## src/design/bag_defs.svh

```systemverilog
// Purpose: Offsets, field positions, thresholds and timing counts for the battery alarm block
// Assumes: 25 MHz aclk, 32-bit AXI4-Lite register words
// Notes:   Register index i sits at byte address 4*i
`ifndef BAG_DEFS_SVH
`define BAG_DEFS_SVH

`define BAG_CLK_HZ           25000000
`define BAG_DISPLAY_REQUEST_INPUT_TIME_MS     4000
`define BAG_DEBOUNCE_MS      250
`define BAG_DISPLAY_REQUEST_INPUT_CYC         ((`BAG_DISPLAY_REQUEST_INPUT_TIME_MS * (`BAG_CLK_HZ / 1000)))
`define BAG_DEBOUNCE_CYC     ((`BAG_DEBOUNCE_MS * (`BAG_CLK_HZ / 1000)))
`define BAG_BLINK_CYC        12500000

`define BAG_UNDER_TEMP_C     16'sh0000
`define BAG_PRECHG_SPAN_C    16'sh0005
`define BAG_OT_HYST_C        16'sh0005
`define BAG_OT_FLOOR_C       16'sh002b
`define BAG_FD_CLEAR_PCT     8'h14

// Register byte offsets
`define BAG_A_CTRL           8'h00
`define BAG_A_CURRENT        8'h04
`define BAG_A_VOLTAGE        8'h08
`define BAG_A_CELL12         8'h0c
`define BAG_A_CELL34         8'h10
`define BAG_A_TEMP           8'h14
`define BAG_A_REMCAP         8'h18
`define BAG_A_FULLCAP        8'h1c
`define BAG_A_DESCAP         8'h20
`define BAG_A_TTE            8'h24
`define BAG_A_OVERCHG        8'h28
`define BAG_A_REQV           8'h2c
`define BAG_A_MARGINS        8'h30
`define BAG_A_CELLLIM        8'h34
`define BAG_A_TEMPLIM        8'h38
`define BAG_A_EDV            8'h3c
`define BAG_A_ALARMLIM       8'h40
`define BAG_A_CURRS          8'h44
`define BAG_A_MAINT          8'h48
`define BAG_A_STATUS         8'h4c
`define BAG_A_CHGREQ         8'h50
`define BAG_A_IRQ_STAT       8'h54
`define BAG_A_IRQ_MASK       8'h58

// Control register fields
`define BAG_C_UPDATE         0
`define BAG_C_DREF           1
`define BAG_C_FIVE_SEG       2
`define BAG_C_SLOPE_TERM     3
`define BAG_C_TAPER_TERM     4
`define BAG_C_DISCHARGING    5
`define BAG_C_FCCLR_LSB      8

// Status word fields
`define BAG_S_LRT            0
`define BAG_S_LCA            1
`define BAG_S_FD             4
`define BAG_S_FC             5
`define BAG_S_TDA            11
`define BAG_S_OTA            12
`define BAG_S_TCA            14
`define BAG_S_OCA            15
`define BAG_S_CELL_OVERVOLTAGE_FLAG           16
`define BAG_S_CELL_UNDERVOLTAGE_FLAG           17

`define BAG_AXI_OKAY         2'b00
`define BAG_AXI_SLVERR       2'b10

`endif

```

## src/design/bag_pkg.sv

```systemverilog
// Purpose: Types shared by the battery alarm block
// Assumes: Nothing beyond the defs header
// Notes:   Constants live in the defs header
package bag_pkg;
   typedef logic [15:0] bag_word_t;
   typedef enum logic [1:0] {BAG_D_IDLE, BAG_D_ON, BAG_D_WAIT_HIGH} bag_display_request_input_e;
endpackage

```

## src/design/bag_debounce.sv

```systemverilog
// Purpose: Three-flop synchroniser plus stability filter for a pin
// Assumes: Pin is asynchronous to aclk
// Notes:   Output changes only after the level held STABLE_CYC cycles
`timescale 1ns/1ps
module bag_debounce #(
   parameter int STABLE_CYC = 6250000,
   parameter bit INIT       = 1'b1
) (
   // Clock and reset
   input  wire logic aclk,
   input  wire logic aresetn,
   // Pin and filtered level
   input  wire logic pin_in,
   output logic      level_out
);
   localparam int CW = $clog2(STABLE_CYC + 1);
   logic [2:0]    sync_r;
   logic [CW-1:0] cnt_r, cnt_nxt;
   logic          lvl_r, lvl_nxt;

   // Stage 2 and 3 agree before a change counts; stage 1 feeds only stage 2
   always_comb begin
      cnt_nxt = cnt_r;
      lvl_nxt = lvl_r;
      if (sync_r[1] != sync_r[2] || sync_r[2] == lvl_r) begin
         cnt_nxt = '0;
      end else if (cnt_r == CW'(STABLE_CYC - 1)) begin
         cnt_nxt = '0;
         lvl_nxt = sync_r[2];
      end else begin
         cnt_nxt = cnt_r + 1'b1;
      end
   end

   // Register the synchroniser and the filter
   always_ff @(posedge aclk) begin
      if (!aresetn) begin
         sync_r <= {3{INIT}};
         cnt_r  <= '0;
         lvl_r  <= INIT;
      end else begin
         sync_r <= {sync_r[1:0], pin_in};
         cnt_r  <= cnt_nxt;
         lvl_r  <= lvl_nxt;
      end
   end

   assign level_out = lvl_r;
endmodule

```

## src/design/bag_top.sv

```systemverilog
// Purpose: Battery alarm, charge request and LED gauge logic behind an AXI4-Lite slave
// Assumes: Measurements and limits written by software; update strobe marks a fresh set
// Notes:   Temperatures in signed degrees C, percentages 0..100, currents signed mA
//
// Implementation choices: register access over AXI4-Lite and the register offsets.
`timescale 1ns/1ps
`include "bag_defs.svh"
module bag_top #(
   parameter int DISPLAY_REQUEST_INPUT_CYC     = `BAG_DISPLAY_REQUEST_INPUT_CYC,
   parameter int DEBOUNCE_CYC = `BAG_DEBOUNCE_CYC,
   parameter int BLINK_CYC    = `BAG_BLINK_CYC
) (
   // Clock and reset
   input  wire logic        aclk,
   input  wire logic        aresetn,
   // AXI4-Lite write address and data
   input  wire logic [7:0]  s_axi_awaddr,
   input  wire logic        s_axi_awvalid,
   output logic             s_axi_awready,
   input  wire logic [31:0] s_axi_wdata,
   input  wire logic [3:0]  s_axi_wstrb,
   input  wire logic        s_axi_wvalid,
   output logic             s_axi_wready,
   // AXI4-Lite write response
   output logic [1:0]       s_axi_bresp,
   output logic             s_axi_bvalid,
   input  wire logic        s_axi_bready,
   // AXI4-Lite read
   input  wire logic [7:0]  s_axi_araddr,
   input  wire logic        s_axi_arvalid,
   output logic             s_axi_arready,
   output logic [31:0]      s_axi_rdata,
   output logic [1:0]       s_axi_rresp,
   output logic             s_axi_rvalid,
   input  wire logic        s_axi_rready,
   // Display pin and LED drive
   input  wire logic        display_request_input_n,
   output logic [4:0]       led_on,
   // Interrupt
   output logic             irq
);
   import bag_pkg::*;

   // Software-written measurement and limit registers
   logic [31:0] ctrl_r, cur_r, volt_r, c12_r, c34_r, temp_r, rem_r, full_r, des_r, tte_r;
   logic [31:0] ovc_r, reqv_r, marg_r, clim_r, tlim_r, edv_r, alim_r, currs_r, maint_r, mask_r;
   logic [31:0] ctrl_nxt, mask_nxt;
   logic [31:0] wmask;
   logic [7:0]  wa_r, wa_nxt;
   logic [31:0] wd_r, wd_nxt;
   logic [3:0]  ws_r, ws_nxt;
   logic        awh_r, awh_nxt, wh_r, wh_nxt, bv_r, bv_nxt, wok_r, wok_nxt;
   logic        rv_r, rv_nxt, rok_nxt, rok_r;
   logic [31:0] rd_r, rd_nxt;
   logic        do_write, do_read;

   // Write side: hold address and data until both have arrived, then answer
   always_comb begin
      awh_nxt = awh_r;
      wh_nxt  = wh_r;
      wa_nxt  = wa_r;
      wd_nxt  = wd_r;
      ws_nxt  = ws_r;
      bv_nxt  = bv_r;
      wok_nxt = wok_r;
      if (s_axi_awvalid && !awh_r && !bv_r) begin
         awh_nxt = 1'b1;
         wa_nxt  = s_axi_awaddr;
      end
      if (s_axi_wvalid && !wh_r && !bv_r) begin
         wh_nxt = 1'b1;
         wd_nxt = s_axi_wdata;
         ws_nxt = s_axi_wstrb;
      end
      if (do_write) begin
         awh_nxt = 1'b0;
         wh_nxt  = 1'b0;
         bv_nxt  = 1'b1;
         wok_nxt = (wa_r[1:0] == 2'b00) && (wa_r <= `BAG_A_IRQ_MASK);
      end else if (bv_r && s_axi_bready) begin
         bv_nxt = 1'b0;
      end
   end
   assign do_write = awh_r && wh_r && !bv_r;
   assign wmask    = {{8{ws_r[3]}}, {8{ws_r[2]}}, {8{ws_r[1]}}, {8{ws_r[0]}}};

   function automatic logic [31:0] merge(input logic [31:0] old, input logic [31:0] d, input logic [31:0] m);
      merge = (old & ~m) | (d & m);
   endfunction

   // Register file; update strobe self-clears so it acts as a one-cycle trigger
   always_ff @(posedge aclk) begin
      if (!aresetn) begin
         {cur_r, volt_r, c12_r, c34_r, temp_r, rem_r, full_r, des_r, tte_r} <= '0;
         {ovc_r, reqv_r, marg_r, clim_r, tlim_r, edv_r, alim_r, currs_r, maint_r} <= '0;
      end else if (do_write) begin
         case (wa_r)
            `BAG_A_CURRENT:  cur_r   <= merge(cur_r, wd_r, wmask);
            `BAG_A_VOLTAGE:  volt_r  <= merge(volt_r, wd_r, wmask);
            `BAG_A_CELL12:   c12_r   <= merge(c12_r, wd_r, wmask);
            `BAG_A_CELL34:   c34_r   <= merge(c34_r, wd_r, wmask);
            `BAG_A_TEMP:     temp_r  <= merge(temp_r, wd_r, wmask);
            `BAG_A_REMCAP:   rem_r   <= merge(rem_r, wd_r, wmask);
            `BAG_A_FULLCAP:  full_r  <= merge(full_r, wd_r, wmask);
            `BAG_A_DESCAP:   des_r   <= merge(des_r, wd_r, wmask);
            `BAG_A_TTE:      tte_r   <= merge(tte_r, wd_r, wmask);
            `BAG_A_OVERCHG:  ovc_r   <= merge(ovc_r, wd_r, wmask);
            `BAG_A_REQV:     reqv_r  <= merge(reqv_r, wd_r, wmask);
            `BAG_A_MARGINS:  marg_r  <= merge(marg_r, wd_r, wmask);
            `BAG_A_CELLLIM:  clim_r  <= merge(clim_r, wd_r, wmask);
            `BAG_A_TEMPLIM:  tlim_r  <= merge(tlim_r, wd_r, wmask);
            `BAG_A_EDV:      edv_r   <= merge(edv_r, wd_r, wmask);
            `BAG_A_ALARMLIM: alim_r  <= merge(alim_r, wd_r, wmask);
            `BAG_A_CURRS:    currs_r <= merge(currs_r, wd_r, wmask);
            `BAG_A_MAINT:    maint_r <= merge(maint_r, wd_r, wmask);
            default: ;
         endcase
      end
   end

   always_comb begin
      ctrl_nxt = ctrl_r;
      ctrl_nxt[`BAG_C_UPDATE] = 1'b0;
      mask_nxt = mask_r;
      if (do_write && wa_r == `BAG_A_CTRL) ctrl_nxt = merge(ctrl_r, wd_r, wmask);
      if (do_write && wa_r == `BAG_A_IRQ_MASK) mask_nxt = merge(mask_r, wd_r, wmask);
   end

   // Field views of the packed limit registers
   logic signed [15:0] cur_s, temp_s, maxt_s;
   logic [15:0] req_i, fast_i, pre_i, maint_i;
   logic [15:0] v, cv, ov_m, oc_m, clim_ov, clim_uv, final_discharge_threshold, second_discharge_threshold;
   logic [15:0] rm, fcc, dcap, rca_v, rta_v, tte;
   logic [7:0]  fc_clr;
   logic        cell_hi, cell_lo;
   assign cur_s   = cur_r[15:0];
   assign temp_s  = temp_r[15:0];
   assign maxt_s  = tlim_r[15:0];
   assign v       = volt_r[15:0];
   assign cv      = reqv_r[15:0];
   assign ov_m    = marg_r[31:16];
   assign oc_m    = marg_r[15:0];
   assign clim_ov = clim_r[31:16];
   assign clim_uv = clim_r[15:0];
   assign final_discharge_threshold    = edv_r[15:0];
   assign second_discharge_threshold    = edv_r[31:16];
   assign rca_v   = alim_r[15:0];
   assign rta_v   = alim_r[31:16];
   assign fast_i  = currs_r[31:16];
   assign pre_i   = currs_r[15:0];
   assign maint_i = maint_r[15:0];
   assign rm      = rem_r[15:0];
   assign fcc     = full_r[15:0];
   assign dcap    = des_r[15:0];
   assign tte     = tte_r[15:0];
   assign fc_clr  = ctrl_r[`BAG_C_FCCLR_LSB +: 8];
   assign cell_hi = (c12_r[15:0] > clim_ov) || (c12_r[31:16] > clim_ov) ||
                    (c34_r[15:0] > clim_ov) || (c34_r[31:16] > clim_ov);
   assign cell_lo = (c12_r[15:0] < clim_uv) || (c12_r[31:16] < clim_uv) ||
                    (c34_r[15:0] < clim_uv) || (c34_r[31:16] < clim_uv);

   function automatic logic [7:0] pct(input logic [15:0] num, input logic [15:0] den);
      logic [23:0] q;
      q = 24'd0;
      if (den != 16'h0000) q = (24'(num) * 24'd100) / 24'(den);
      pct = (q > 24'd100) ? 8'd100 : q[7:0];
   endfunction

   // Status state and overcharge accumulator
   logic [17:0] stat_r, stat_nxt;
   logic [15:0] chg_r, chg_nxt;
   logic [31:0] added_r, added_nxt;
   logic        oc_lat_r, oc_lat_nxt, ot_lat_r, ot_lat_nxt, cell_overvoltage_flag_lat_r, cell_overvoltage_flag_lat_nxt, ovt_lat_r, ovt_lat_nxt;
   logic [7:0]  relative_charge_percent, asoc;
   logic        upd, dischg, term;
   assign upd    = ctrl_r[`BAG_C_UPDATE];
   assign dischg = ctrl_r[`BAG_C_DISCHARGING];
   assign term   = ctrl_r[`BAG_C_SLOPE_TERM] | ctrl_r[`BAG_C_TAPER_TERM];
   assign relative_charge_percent   = pct(rm, fcc);
   assign asoc   = pct(rm, dcap);

   // Condition evaluation, taken only on the update strobe
   always_comb begin
      logic [16:0] i_lim, v_lim;
      logic        oc_now, ov_now, terminate_charge_alarm;
      stat_nxt     = stat_r;
      chg_nxt      = chg_r;
      added_nxt    = added_r;
      oc_lat_nxt   = oc_lat_r;
      ot_lat_nxt   = ot_lat_r;
      cell_overvoltage_flag_lat_nxt = cell_overvoltage_flag_lat_r;
      ovt_lat_nxt  = ovt_lat_r;
      i_lim  = {1'b0, chg_r} + {1'b0, oc_m};
      v_lim  = {1'b0, cv} + {1'b0, ov_m};
      oc_now = (cur_s > 16'sh0000) && ({1'b0, cur_s[15:0]} >= i_lim);
      ov_now = {1'b0, v} >= v_lim;
      terminate_charge_alarm    = stat_r[`BAG_S_TCA];
      if (upd) begin
         // Over-temperature latch with hysteresis
         if (temp_s >= maxt_s) ot_lat_nxt = 1'b1;
         else if (temp_s <= maxt_s - `BAG_OT_HYST_C || temp_s <= `BAG_OT_FLOOR_C) ot_lat_nxt = 1'b0;
         // Cell overvoltage latch
         if (cell_hi) cell_overvoltage_flag_lat_nxt = 1'b1;
         else if (!ov_now && !cell_hi) cell_overvoltage_flag_lat_nxt = 1'b0;
         // Overcharge counter counts charge added once full
         if (dischg) added_nxt = '0;
         else if (rm >= fcc && cur_s > 16'sh0000) added_nxt = added_r + 32'(cur_s[15:0]);
         if (added_nxt >= ovc_r && ovc_r != 32'h0) oc_lat_nxt = 1'b1;
         else if (dischg) oc_lat_nxt = 1'b0;
         // Overvoltage share of terminate-charge outlives the voltage itself; only discharge ends it
         if (ov_now) ovt_lat_nxt = 1'b1;
         else if (dischg) ovt_lat_nxt = 1'b0;
         // Terminate-charge follows its causes; the termination share also drops on discharge
         terminate_charge_alarm = oc_now || ovt_lat_nxt || ot_lat_nxt || oc_lat_nxt || (term && !dischg);
         stat_nxt[`BAG_S_TCA]  = terminate_charge_alarm;
         stat_nxt[`BAG_S_OTA]  = ot_lat_nxt;
         stat_nxt[`BAG_S_OCA]  = oc_lat_nxt;
         stat_nxt[`BAG_S_CELL_OVERVOLTAGE_FLAG] = cell_overvoltage_flag_lat_nxt | ot_lat_nxt;
         // Fully charged
         if (oc_lat_nxt || term) stat_nxt[`BAG_S_FC] = 1'b1;
         else if (relative_charge_percent < fc_clr) stat_nxt[`BAG_S_FC] = 1'b0;
         // Discharge side
         if (v <= second_discharge_threshold) stat_nxt[`BAG_S_FD] = 1'b1;
         else if (relative_charge_percent > `BAG_FD_CLEAR_PCT) stat_nxt[`BAG_S_FD] = 1'b0;
         stat_nxt[`BAG_S_CELL_UNDERVOLTAGE_FLAG] = cell_lo;
         stat_nxt[`BAG_S_TDA]  = (v <= final_discharge_threshold) || cell_lo;
         stat_nxt[`BAG_S_LCA]  = rm < rca_v;
         stat_nxt[`BAG_S_LRT]  = tte < rta_v;
         // Charge request, priority zero over maintenance over pre/fast
         if (oc_now || cell_overvoltage_flag_lat_nxt || ot_lat_nxt || oc_lat_nxt || temp_s < `BAG_UNDER_TEMP_C)
            chg_nxt = 16'h0000;
         else if (term || stat_nxt[`BAG_S_FC]) chg_nxt = maint_i;
         else if (temp_s < `BAG_UNDER_TEMP_C + `BAG_PRECHG_SPAN_C) chg_nxt = pre_i;
         else chg_nxt = fast_i;
      end
   end

   // Interrupt status: sticky, set wins over clear-on-read
   logic [17:0] irq_r, irq_nxt, rise;
   logic        rd_irq;
   assign rise   = stat_nxt & ~stat_r;
   assign rd_irq = do_read && s_axi_araddr == `BAG_A_IRQ_STAT;
   always_comb begin
      irq_nxt = rd_irq ? rise : (irq_r | rise);
   end

   // All condition outputs update in the same edge
   always_ff @(posedge aclk) begin
      if (!aresetn) begin
         ctrl_r     <= '0;
         mask_r     <= '0;
         stat_r     <= '0;
         chg_r      <= '0;
         added_r    <= '0;
         oc_lat_r   <= 1'b0;
         ot_lat_r   <= 1'b0;
         cell_overvoltage_flag_lat_r <= 1'b0;
         ovt_lat_r  <= 1'b0;
         irq_r      <= '0;
         irq        <= 1'b0;
      end else begin
         ctrl_r     <= ctrl_nxt;
         mask_r     <= mask_nxt;
         stat_r     <= stat_nxt;
         chg_r      <= chg_nxt;
         added_r    <= added_nxt;
         oc_lat_r   <= oc_lat_nxt;
         ot_lat_r   <= ot_lat_nxt;
         cell_overvoltage_flag_lat_r <= cell_overvoltage_flag_lat_nxt;
         ovt_lat_r  <= ovt_lat_nxt;
         irq_r      <= irq_nxt;
         irq        <= |(irq_nxt & mask_nxt[17:0]);
      end
   end

   // Read side: one read at a time, answered the cycle after arvalid
   assign do_read = s_axi_arvalid && !rv_r;
   always_comb begin
      rv_nxt  = rv_r;
      rd_nxt  = rd_r;
      rok_nxt = rok_r;
      if (do_read) begin
         rv_nxt  = 1'b1;
         rok_nxt = 1'b1;
         case (s_axi_araddr)
            `BAG_A_CTRL:     rd_nxt = ctrl_r;
            `BAG_A_CURRENT:  rd_nxt = cur_r;
            `BAG_A_VOLTAGE:  rd_nxt = volt_r;
            `BAG_A_TEMP:     rd_nxt = temp_r;
            `BAG_A_REMCAP:   rd_nxt = rem_r;
            `BAG_A_STATUS:   rd_nxt = {14'h0, stat_r};
            `BAG_A_CHGREQ:   rd_nxt = {16'h0, chg_r};
            `BAG_A_IRQ_STAT: rd_nxt = {14'h0, irq_r};
            `BAG_A_IRQ_MASK: rd_nxt = mask_r;
            default: begin
               rd_nxt  = 32'h0;
               rok_nxt = 1'b0;
            end
         endcase
      end else if (rv_r && s_axi_rready) begin
         rv_nxt = 1'b0;
      end
   end

   always_ff @(posedge aclk) begin
      if (!aresetn) begin
         awh_r <= 1'b0;
         wh_r  <= 1'b0;
         wa_r  <= '0;
         wd_r  <= '0;
         ws_r  <= '0;
         bv_r  <= 1'b0;
         wok_r <= 1'b0;
         rv_r  <= 1'b0;
         rd_r  <= '0;
         rok_r <= 1'b0;
         s_axi_awready <= 1'b1;
         s_axi_wready  <= 1'b1;
         s_axi_arready <= 1'b1;
         s_axi_bresp   <= `BAG_AXI_OKAY;
         s_axi_rresp   <= `BAG_AXI_OKAY;
      end else begin
         awh_r <= awh_nxt;
         wh_r  <= wh_nxt;
         wa_r  <= wa_nxt;
         wd_r  <= wd_nxt;
         ws_r  <= ws_nxt;
         bv_r  <= bv_nxt;
         wok_r <= wok_nxt;
         rv_r  <= rv_nxt;
         rd_r  <= rd_nxt;
         rok_r <= rok_nxt;
         // Readies taken from next state so they track the holding flops with no extra cycle
         s_axi_awready <= !awh_nxt && !bv_nxt;
         s_axi_wready  <= !wh_nxt && !bv_nxt;
         s_axi_arready <= !rv_nxt;
         s_axi_bresp   <= wok_nxt ? `BAG_AXI_OKAY : `BAG_AXI_SLVERR;
         s_axi_rresp   <= rok_nxt ? `BAG_AXI_OKAY : `BAG_AXI_SLVERR;
      end
   end
   assign s_axi_bvalid  = bv_r;
   assign s_axi_rvalid  = rv_r;
   assign s_axi_rdata   = rd_r;

   // Display request pin, filtered
   logic display_request_input_lvl;
   bag_debounce #(.STABLE_CYC(DEBOUNCE_CYC), .INIT(1'b1)) u_display_request_input_db (
      .aclk      (aclk),
      .aresetn   (aresetn),
      .pin_in    (display_request_input_n),
      .level_out (display_request_input_lvl)
   );

   // Display timer: fall starts it, pin must return high before another
   bag_display_request_input_e   dst_r, dst_nxt;
   logic        dlvl_r;
   logic [31:0] dcnt_r, dcnt_nxt, bcnt_r, bcnt_nxt;
   logic        blink_r, blink_nxt;
   logic [4:0]  led_nxt;
   always_comb begin
      logic [7:0] soc;
      logic [4:0] bar;
      soc       = 8'h00;
      bar       = 5'h00;
      dst_nxt   = dst_r;
      dcnt_nxt  = dcnt_r;
      bcnt_nxt  = (bcnt_r == 32'(BLINK_CYC - 1)) ? 32'h0 : bcnt_r + 32'h1;
      blink_nxt = (bcnt_r == 32'(BLINK_CYC - 1)) ? ~blink_r : blink_r;
      case (dst_r)
         BAG_D_IDLE: if (dlvl_r && !display_request_input_lvl) begin
            dst_nxt  = BAG_D_ON;
            dcnt_nxt = '0;
         end
         BAG_D_ON: if (dcnt_r == 32'(DISPLAY_REQUEST_INPUT_CYC - 1)) dst_nxt = BAG_D_WAIT_HIGH;
                   else dcnt_nxt = dcnt_r + 32'h1;
         BAG_D_WAIT_HIGH: if (display_request_input_lvl) dst_nxt = BAG_D_IDLE;
         default: dst_nxt = BAG_D_IDLE;
      endcase
      soc = ctrl_r[`BAG_C_DREF] ? asoc : relative_charge_percent;
      if (ctrl_r[`BAG_C_FIVE_SEG])
         bar = {soc >= 8'd80, soc >= 8'd60, soc >= 8'd40, soc >= 8'd20, 1'b1};
      else
         bar = {1'b0, soc >= 8'd75, soc >= 8'd50, soc >= 8'd25, 1'b1};
      if (dst_r != BAG_D_ON || stat_r[`BAG_S_TDA] && v <= final_discharge_threshold) bar = 5'h00;
      if (stat_r[`BAG_S_LCA] && blink_r) bar = 5'h00;
      led_nxt = bar;
   end

   always_ff @(posedge aclk) begin
      if (!aresetn) begin
         dst_r   <= BAG_D_IDLE;
         dlvl_r  <= 1'b1;
         dcnt_r  <= '0;
         bcnt_r  <= '0;
         blink_r <= 1'b0;
         led_on  <= 5'h00;
      end else begin
         dst_r   <= dst_nxt;
         dlvl_r  <= display_request_input_lvl;
         dcnt_r  <= dcnt_nxt;
         bcnt_r  <= bcnt_nxt;
         blink_r <= blink_nxt;
         led_on  <= led_nxt;
      end
   end
endmodule

```

## config.mk

```make
export PLATFORM = sky130hd
export DESIGN_NAME = bag_top
export DESIGN_NICKNAME = d
export VERILOG_FILES = /design/src/design/bag_pkg.sv /design/src/design/bag_debounce.sv /design/src/design/bag_top.sv
export VERILOG_INCLUDE_DIRS = /design/src /design/src/design
export SDC_FILE = /design/constraint.sdc
export NUM_CORES = 2
export LEC_CHECK = 0
export ABC_AREA = 1
export BUFFER_PORTS_ARGS = -buffer_cell sky130_fd_sc_hd__buf_2
export CAP_MARGIN = 5
export CORE_MARGIN = 5
export CORE_UTILIZATION = 45
export DETAILED_ROUTE_END_ITERATION = 16
export SLEW_MARGIN = 20
export SYNTH_ARGS = -nofsm -noshare
export SYNTH_HDL_FRONTEND = slang
export SYNTH_SLANG_ARGS = --single-unit
```

## constraint.sdc

```tcl
create_clock -name aclk -period 60.3 [get_ports aclk]
set_input_delay 0 -clock aclk [delete_from_list [all_inputs] [get_ports aclk]]
set_output_delay 0 -clock aclk [all_outputs]
set_load 0.01 [all_outputs]
```

After elaboration in Yosys (flattened, before gate mapping)
Cells that the tools add are included.

cells by class
  add/subtract/negate cells = 7
  $mul = 1
  div/mod/pow operators = 2
  magnitude comparators = 34
  equal/unequal tests = 39
  muxes and demuxes = 56
  bitwise operators = 52
  reduce and logical (&&, ||, !) cells = 91

operator list
  cell                   count
  $and 32x32->32         21
  $or 32x32->32          20
  $pmux 32 s9            1
  $mux 32                5
  $lt 16x16->1           6
  $add 32x1->32 const B  2
  $eq 8x6->1 const B     8
  $eq 8x7->1 const B     8
  $gt 16x16->1           4
  $pmux 32 s2            1
  $div 23x16->24         2
  $eq 8x5->1 const B     6
  $gt 24x7->1 const B    2
  $le 16x16->1           3
  $mux 16                3
  $mux 24                2
  $reduce_and 2->1       20
  $and 18x18->18         2
  $mux 18                2
  $add 16x16->17         2
  $ge 16x17->1           2
  $add 32x16->32         1
  $eq 32x24->1 const B   1
  $eq 32x27->1 const B   1
  48 further kinds       157

storage, ports and cells
  flip-flop bits (word level) = 910
  input bits = 60
  output and inout bits = 47
  logic and storage cells = 338

Depth between registers and ports, before layout
  word-level depth = 18
  mapped depth = 416
  mapped depth without buffers = 384

By module
A second synthesis with hierarchy kept.

second synthesis, totals
  cell total of the unflattened synthesis = 12518
  area total of the unflattened synthesis = 83582.7 µm²

by module, submodules not included
  module        instances  cells each  area each (µm²)
  bag_top       1          12320       82228.9
  bag_debounce  1          198         1353.8

Least setup slack after synthesis
OpenSTA, ideal clock, no wires.

  path kind = register to register
  start = register with a tool-made name
  end = register chg_r[14]
  library setup time = 0.070 ns
  data arrival time = 52.188 ns
  required time = 60.230 ns
  setup slack = 8.043 ns
  stages on the path, launching flop included = 394
  path buffers = 33
  period minus slack after synthesis = 52.257 ns
  cells stage by stage = dfxtp_1 inv_1 ha_1 ha_1 ha_1 inv_1 fa_1 inv_1 nand2_2 nand2_2 inv_2 nor2_2 nand3_1 nor2_1 nand3_2 nor2_4 nand3_4 nand2_4 (+358 left out) nand3_1 nor2_2 nand3_2 nand2_1 nand2_1 nand2_4 nand2_1 ha_1 a21oi_1 o21ai_0 inv_1 nand2_1 nand2_4 nand2_4 buf_6 nand2_1 nand3_1 a21oi_1

RTL lines
  item                    line            RTL
  end signal: assignment  bag_top.sv:265  chg_r <= chg_nxt;
  end: declaration        bag_top.sv:171  logic [15:0] chg_r, chg_nxt;

==> results.md <==
Global route:
- The total overflow left after global routing is 0.
- The number of antenna violations at the first check in global routing is 11.
- The number of global-route vias before repair came to 78100.
- Entering global routing, the biggest net connects 175 pins.
- The first global-routing pass estimated 442000 um of wire.
- The overall track demand over capacity in global routing is 28.6%.

Setup path:
- STA classifies the critical path endpoint as a flop.
- The library cell appearing most often on the critical path is sky130_fd_sc_hd__nand2_1.
- The number of buffer and inverter stages on the critical path is 48.
- The start-to-end type of the worst setup path is reg -> reg.
- The slowest stage of the critical path belongs to the cell sky130_fd_sc_hd__o21ai_0.
- The kind of start point of the critical path is a flop.
- The cell class contributing the biggest share of worst-path delay is simple AND/OR/NAND/NOR gates.
- Along the worst path, the maximum fanout reaches 33.
- At the worst endpoint, the required time is 60.87 ns.
- Data arrives at the worst endpoint at 55.88 ns.
- The largest incremental delay on the critical path is 0.55 ns.

Timing:
- The upper clock frequency limit is 18.1 MHz.
- The clock arrives with 0.0581 ns of skew.
- The clock period could shrink to 55.31 ns.
- The worst setup slack after layout is 4.99 ns.
- The hold violation count in the final report is 0.
- The actual slew at the worst max-slew pin is 1.16 ns.
- The worst relative slew slack is 22.6%.
- The max-slew violation count is 0.
- Setup violations remaining at the end of the flow were counted as 0.
- In the finished design, the share of the clock period the worst path needs comes to 91.7%.

Yosys:
- The most common cell in the netlist is sky130_fd_sc_hd__nand2_1.
- For this run, the number of Yosys warnings is 0.
- The mapped netlist covers 0.0823 mm2.
- The commonest register cell after synthesis is sky130_fd_sc_hd__dfxtp_1.
- Counting flops with an async set or reset pin after synthesis yields a share of 0%.
- In this run, synthesis inferred 0 flip-flops with an integrated enable.
- The synthesized design devotes to its leading area cell type 19.8% of total area.
- Sorting the synthesized cells by how often they occur yields sky130_fd_sc_hd__nand2_1, sky130_fd_sc_hd__inv_1, sky130_fd_sc_hd__a21oi_1.
- By area the synthesized netlist is led by sky130_fd_sc_hd__dfxtp_1, sky130_fd_sc_hd__ha_1, sky130_fd_sc_hd__nand2_1.
- The synthesized area per cell is 6.62 um2.
- Summed over all instances, the cell type with the most area after synthesis is sky130_fd_sc_hd__dfxtp_1.
- The netlist uses 96 different library cells.
- The synthesized flop and latch total is 812.
- The post-synthesis cell count is 12400.
- Of the synthesized area, sequential elements account for 19.8%.

Floorplan:
- The floorplan has 157 rows.
- The y dimension of the die is 438 um.
- The number of placed I/O pins is 107.
- In this run the horizontal extent of the chip is 438 um.
- The core footprint is 0.182 mm2.
- The floorplan die area is 0.192 mm2.
- For this configuration, the core starts out at a cell density of 45.1%.

Route:
- Summed over all nets, wire length on met3 after detailed routing comes to 20000 um.
- The count of nets left with antenna violations after detail routing is 0.
- The number of iterations in the first detailed-routing pass is 8.
- The violation count after the first detailed-routing iteration is 6861.
- Across all layers, the routed design uses 84000 vias.
- The detailed router put a total of 130000 um of wire on met1.
- The routed wire length per instance is 19.1 um.
- The number of DRC violations after detailed routing is 0.
- The routed length on met2 is 127000 um.
- The total wire length after detailed routing is 288000 um.
- The uppermost signal routing layer after detailed routing is met5.
- The mean number of vias per cell is 5.58.

Clock tree:
- The total number of clock tree sinks is 812.
- The later pin in the worst-skew pair is clocked with a latency of 0.71 ns.
- The CTS tree is done.
- The H-tree depth is 3.
- The number of buffers on the longest clock path is 3.
- The clock slew seen by the registers of the worst setup and hold paths is 0.06 ns.
- The clock tree root buffer cell is sky130_fd_sc_hd__clkbuf_16.
- The number of buffers created by CTS is 93.

Place:
- In this run the cell area measured after placement is 0.0854 mm2.
- The routability-driven placement congestion ratio is 0.947.
- At the placement stage, the worst setup path has a slack of -2.93 ns.
- The estimated wirelength of the detail-placed design is 215000 um.
- The count of input and output buffers is 104.
- Including well taps, the total number of placed cells is 14800.

Final layout:
- For this run, the number of standard cells in the final layout without fillers is 15100.
- The final design instance area without fill is 0.0901 mm2.
- The count of nets after finishing is 13600.
- Cells fill 49.4% of the core in the end.
- Fill cells in the final layout number 18500.
- The growth of design area from synthesis to finish is 9.53%.
- The post-route netlist has 10.6% of its cells at a drive strength greater than 1.

Run status:
- The run finished with clean final reports.

Hold path:
- The class of the tightest hold or removal check is in -> reg.

Flow run:
- The tool flagged a number of max-cap violations equal to 0.
-- cells by family after synthesis --
family | synth area share [%]
compound gates | 21.7
mux | 0.0243
xor+xnor | 6.50
fa+ha+maj | 14.6
simple gates | 26.4
flops | 19.8
buf+inv | 11.0
other cells | 0.00456
-- what timing repair did --
| action | CTS | global route |
|---|---|---|
| setup endpoints to repair | 4 | 22 |
| gates cloned | 2 | 10 |
| resized for setup | 19 | 122 |
| setup buffers | 2 | 53 |
| hold endpoints to repair | 95 | 0 |
| pin swaps | 0 | 12 |
| hold buffers | 57 | 0 |
-- stage by stage --
step                TNS [ns]  hold WS (ns)
global placement       -9.24         0.233
finish                     0        0.0521
detailed placement    -11.46         0.236
floorplan                  0         0.107
global route          -0.323        0.0682
CTS                        0        0.0125
-- path summary, 6_finish.rpt --
| kind | slack (ns) | to | cells past startpoint | from |
|---|---|---|---|---|
| worst min-delay path | 0.05 | wd_r[23] | 4 | s_axi_wvalid |
| worst min register to register | 0.44 | flop | 2 | flop |
| worst max register to register | 4.99 | led_on[3] | 338 | flop |
| worst max-delay path | 4.99 | led_on[3] | 338 | flop |
-- metal layers --
metal / GRT usage, % / up-vias
li1: - / 42000
met1: 39.1 / 38800
met2: 46.9 / 2670
met3: 3.34 / 552
met4: 9.56 / 4
met5: 0 / -
-- layout by cell type, fill, tap and decap left out, types with 90 or more instances in the layout --
master and instances:
sky130_fd_sc_hd__nand2_4 93, sky130_fd_sc_hd__dfxtp_1 808, sky130_fd_sc_hd__xor2_1 371, sky130_fd_sc_hd__nand2_1 2129, sky130_fd_sc_hd__nor2_2 90, sky130_fd_sc_hd__nand3_1 650, sky130_fd_sc_hd__nor3_1 154, sky130_fd_sc_hd__ha_1 937
sky130_fd_sc_hd__o21bai_1 95, sky130_fd_sc_hd__inv_1 1698, sky130_fd_sc_hd__xnor2_1 234, sky130_fd_sc_hd__buf_2 103, sky130_fd_sc_hd__buf_4 299, sky130_fd_sc_hd__nand2_2 264, sky130_fd_sc_hd__nand4_1 154, sky130_fd_sc_hd__a21oi_1 1449
sky130_fd_sc_hd__clkbuf_16 94, sky130_fd_sc_hd__o21ai_0 1204, sky130_fd_sc_hd__nor2_1 758
-- worst reg2reg max path: cells and delay by family (launching register included) --
| kind | cells | cell delay, ns |
|---|---|---|
| AND/OR/NAND/NOR | 154 | 19.94 |
| AO/OA/AOI/OAI | 104 | 18.67 |
| adder cells (fa/ha/maj) | 28 | 9.51 |
| buffers and inverters | 48 | 5.67 |
| XOR/XNOR | 4 | 0.88 |
| flip-flops | 1 | 0.49 |
-- layout make-up --
| class | count | area (um2) | share of cell area [%] |
|---|---|---|---|
| repair inverters | 6 | 45.0 | 0.0500 |
| flip-flops and latches | 812 | 16300 | 18.0 |
| clock inverters | 41 | 509 | 0.565 |
| repair buffers | 465 | 3430 | 3.80 |
| well taps | 2385 | 2980 | 3.31 |
| multi-input cells | 9448 | 57500 | 63.7 |
| inverters | 1775 | 6760 | 7.50 |
| diodes | 2 | 5.00 | 0.00555 |
| clock buffers | 130 | 2690 | 2.98 |
Power is left out: the tool's default activity adds up to more than one toggle a clock period on the data nets, which glitch-free logic cannot reach.
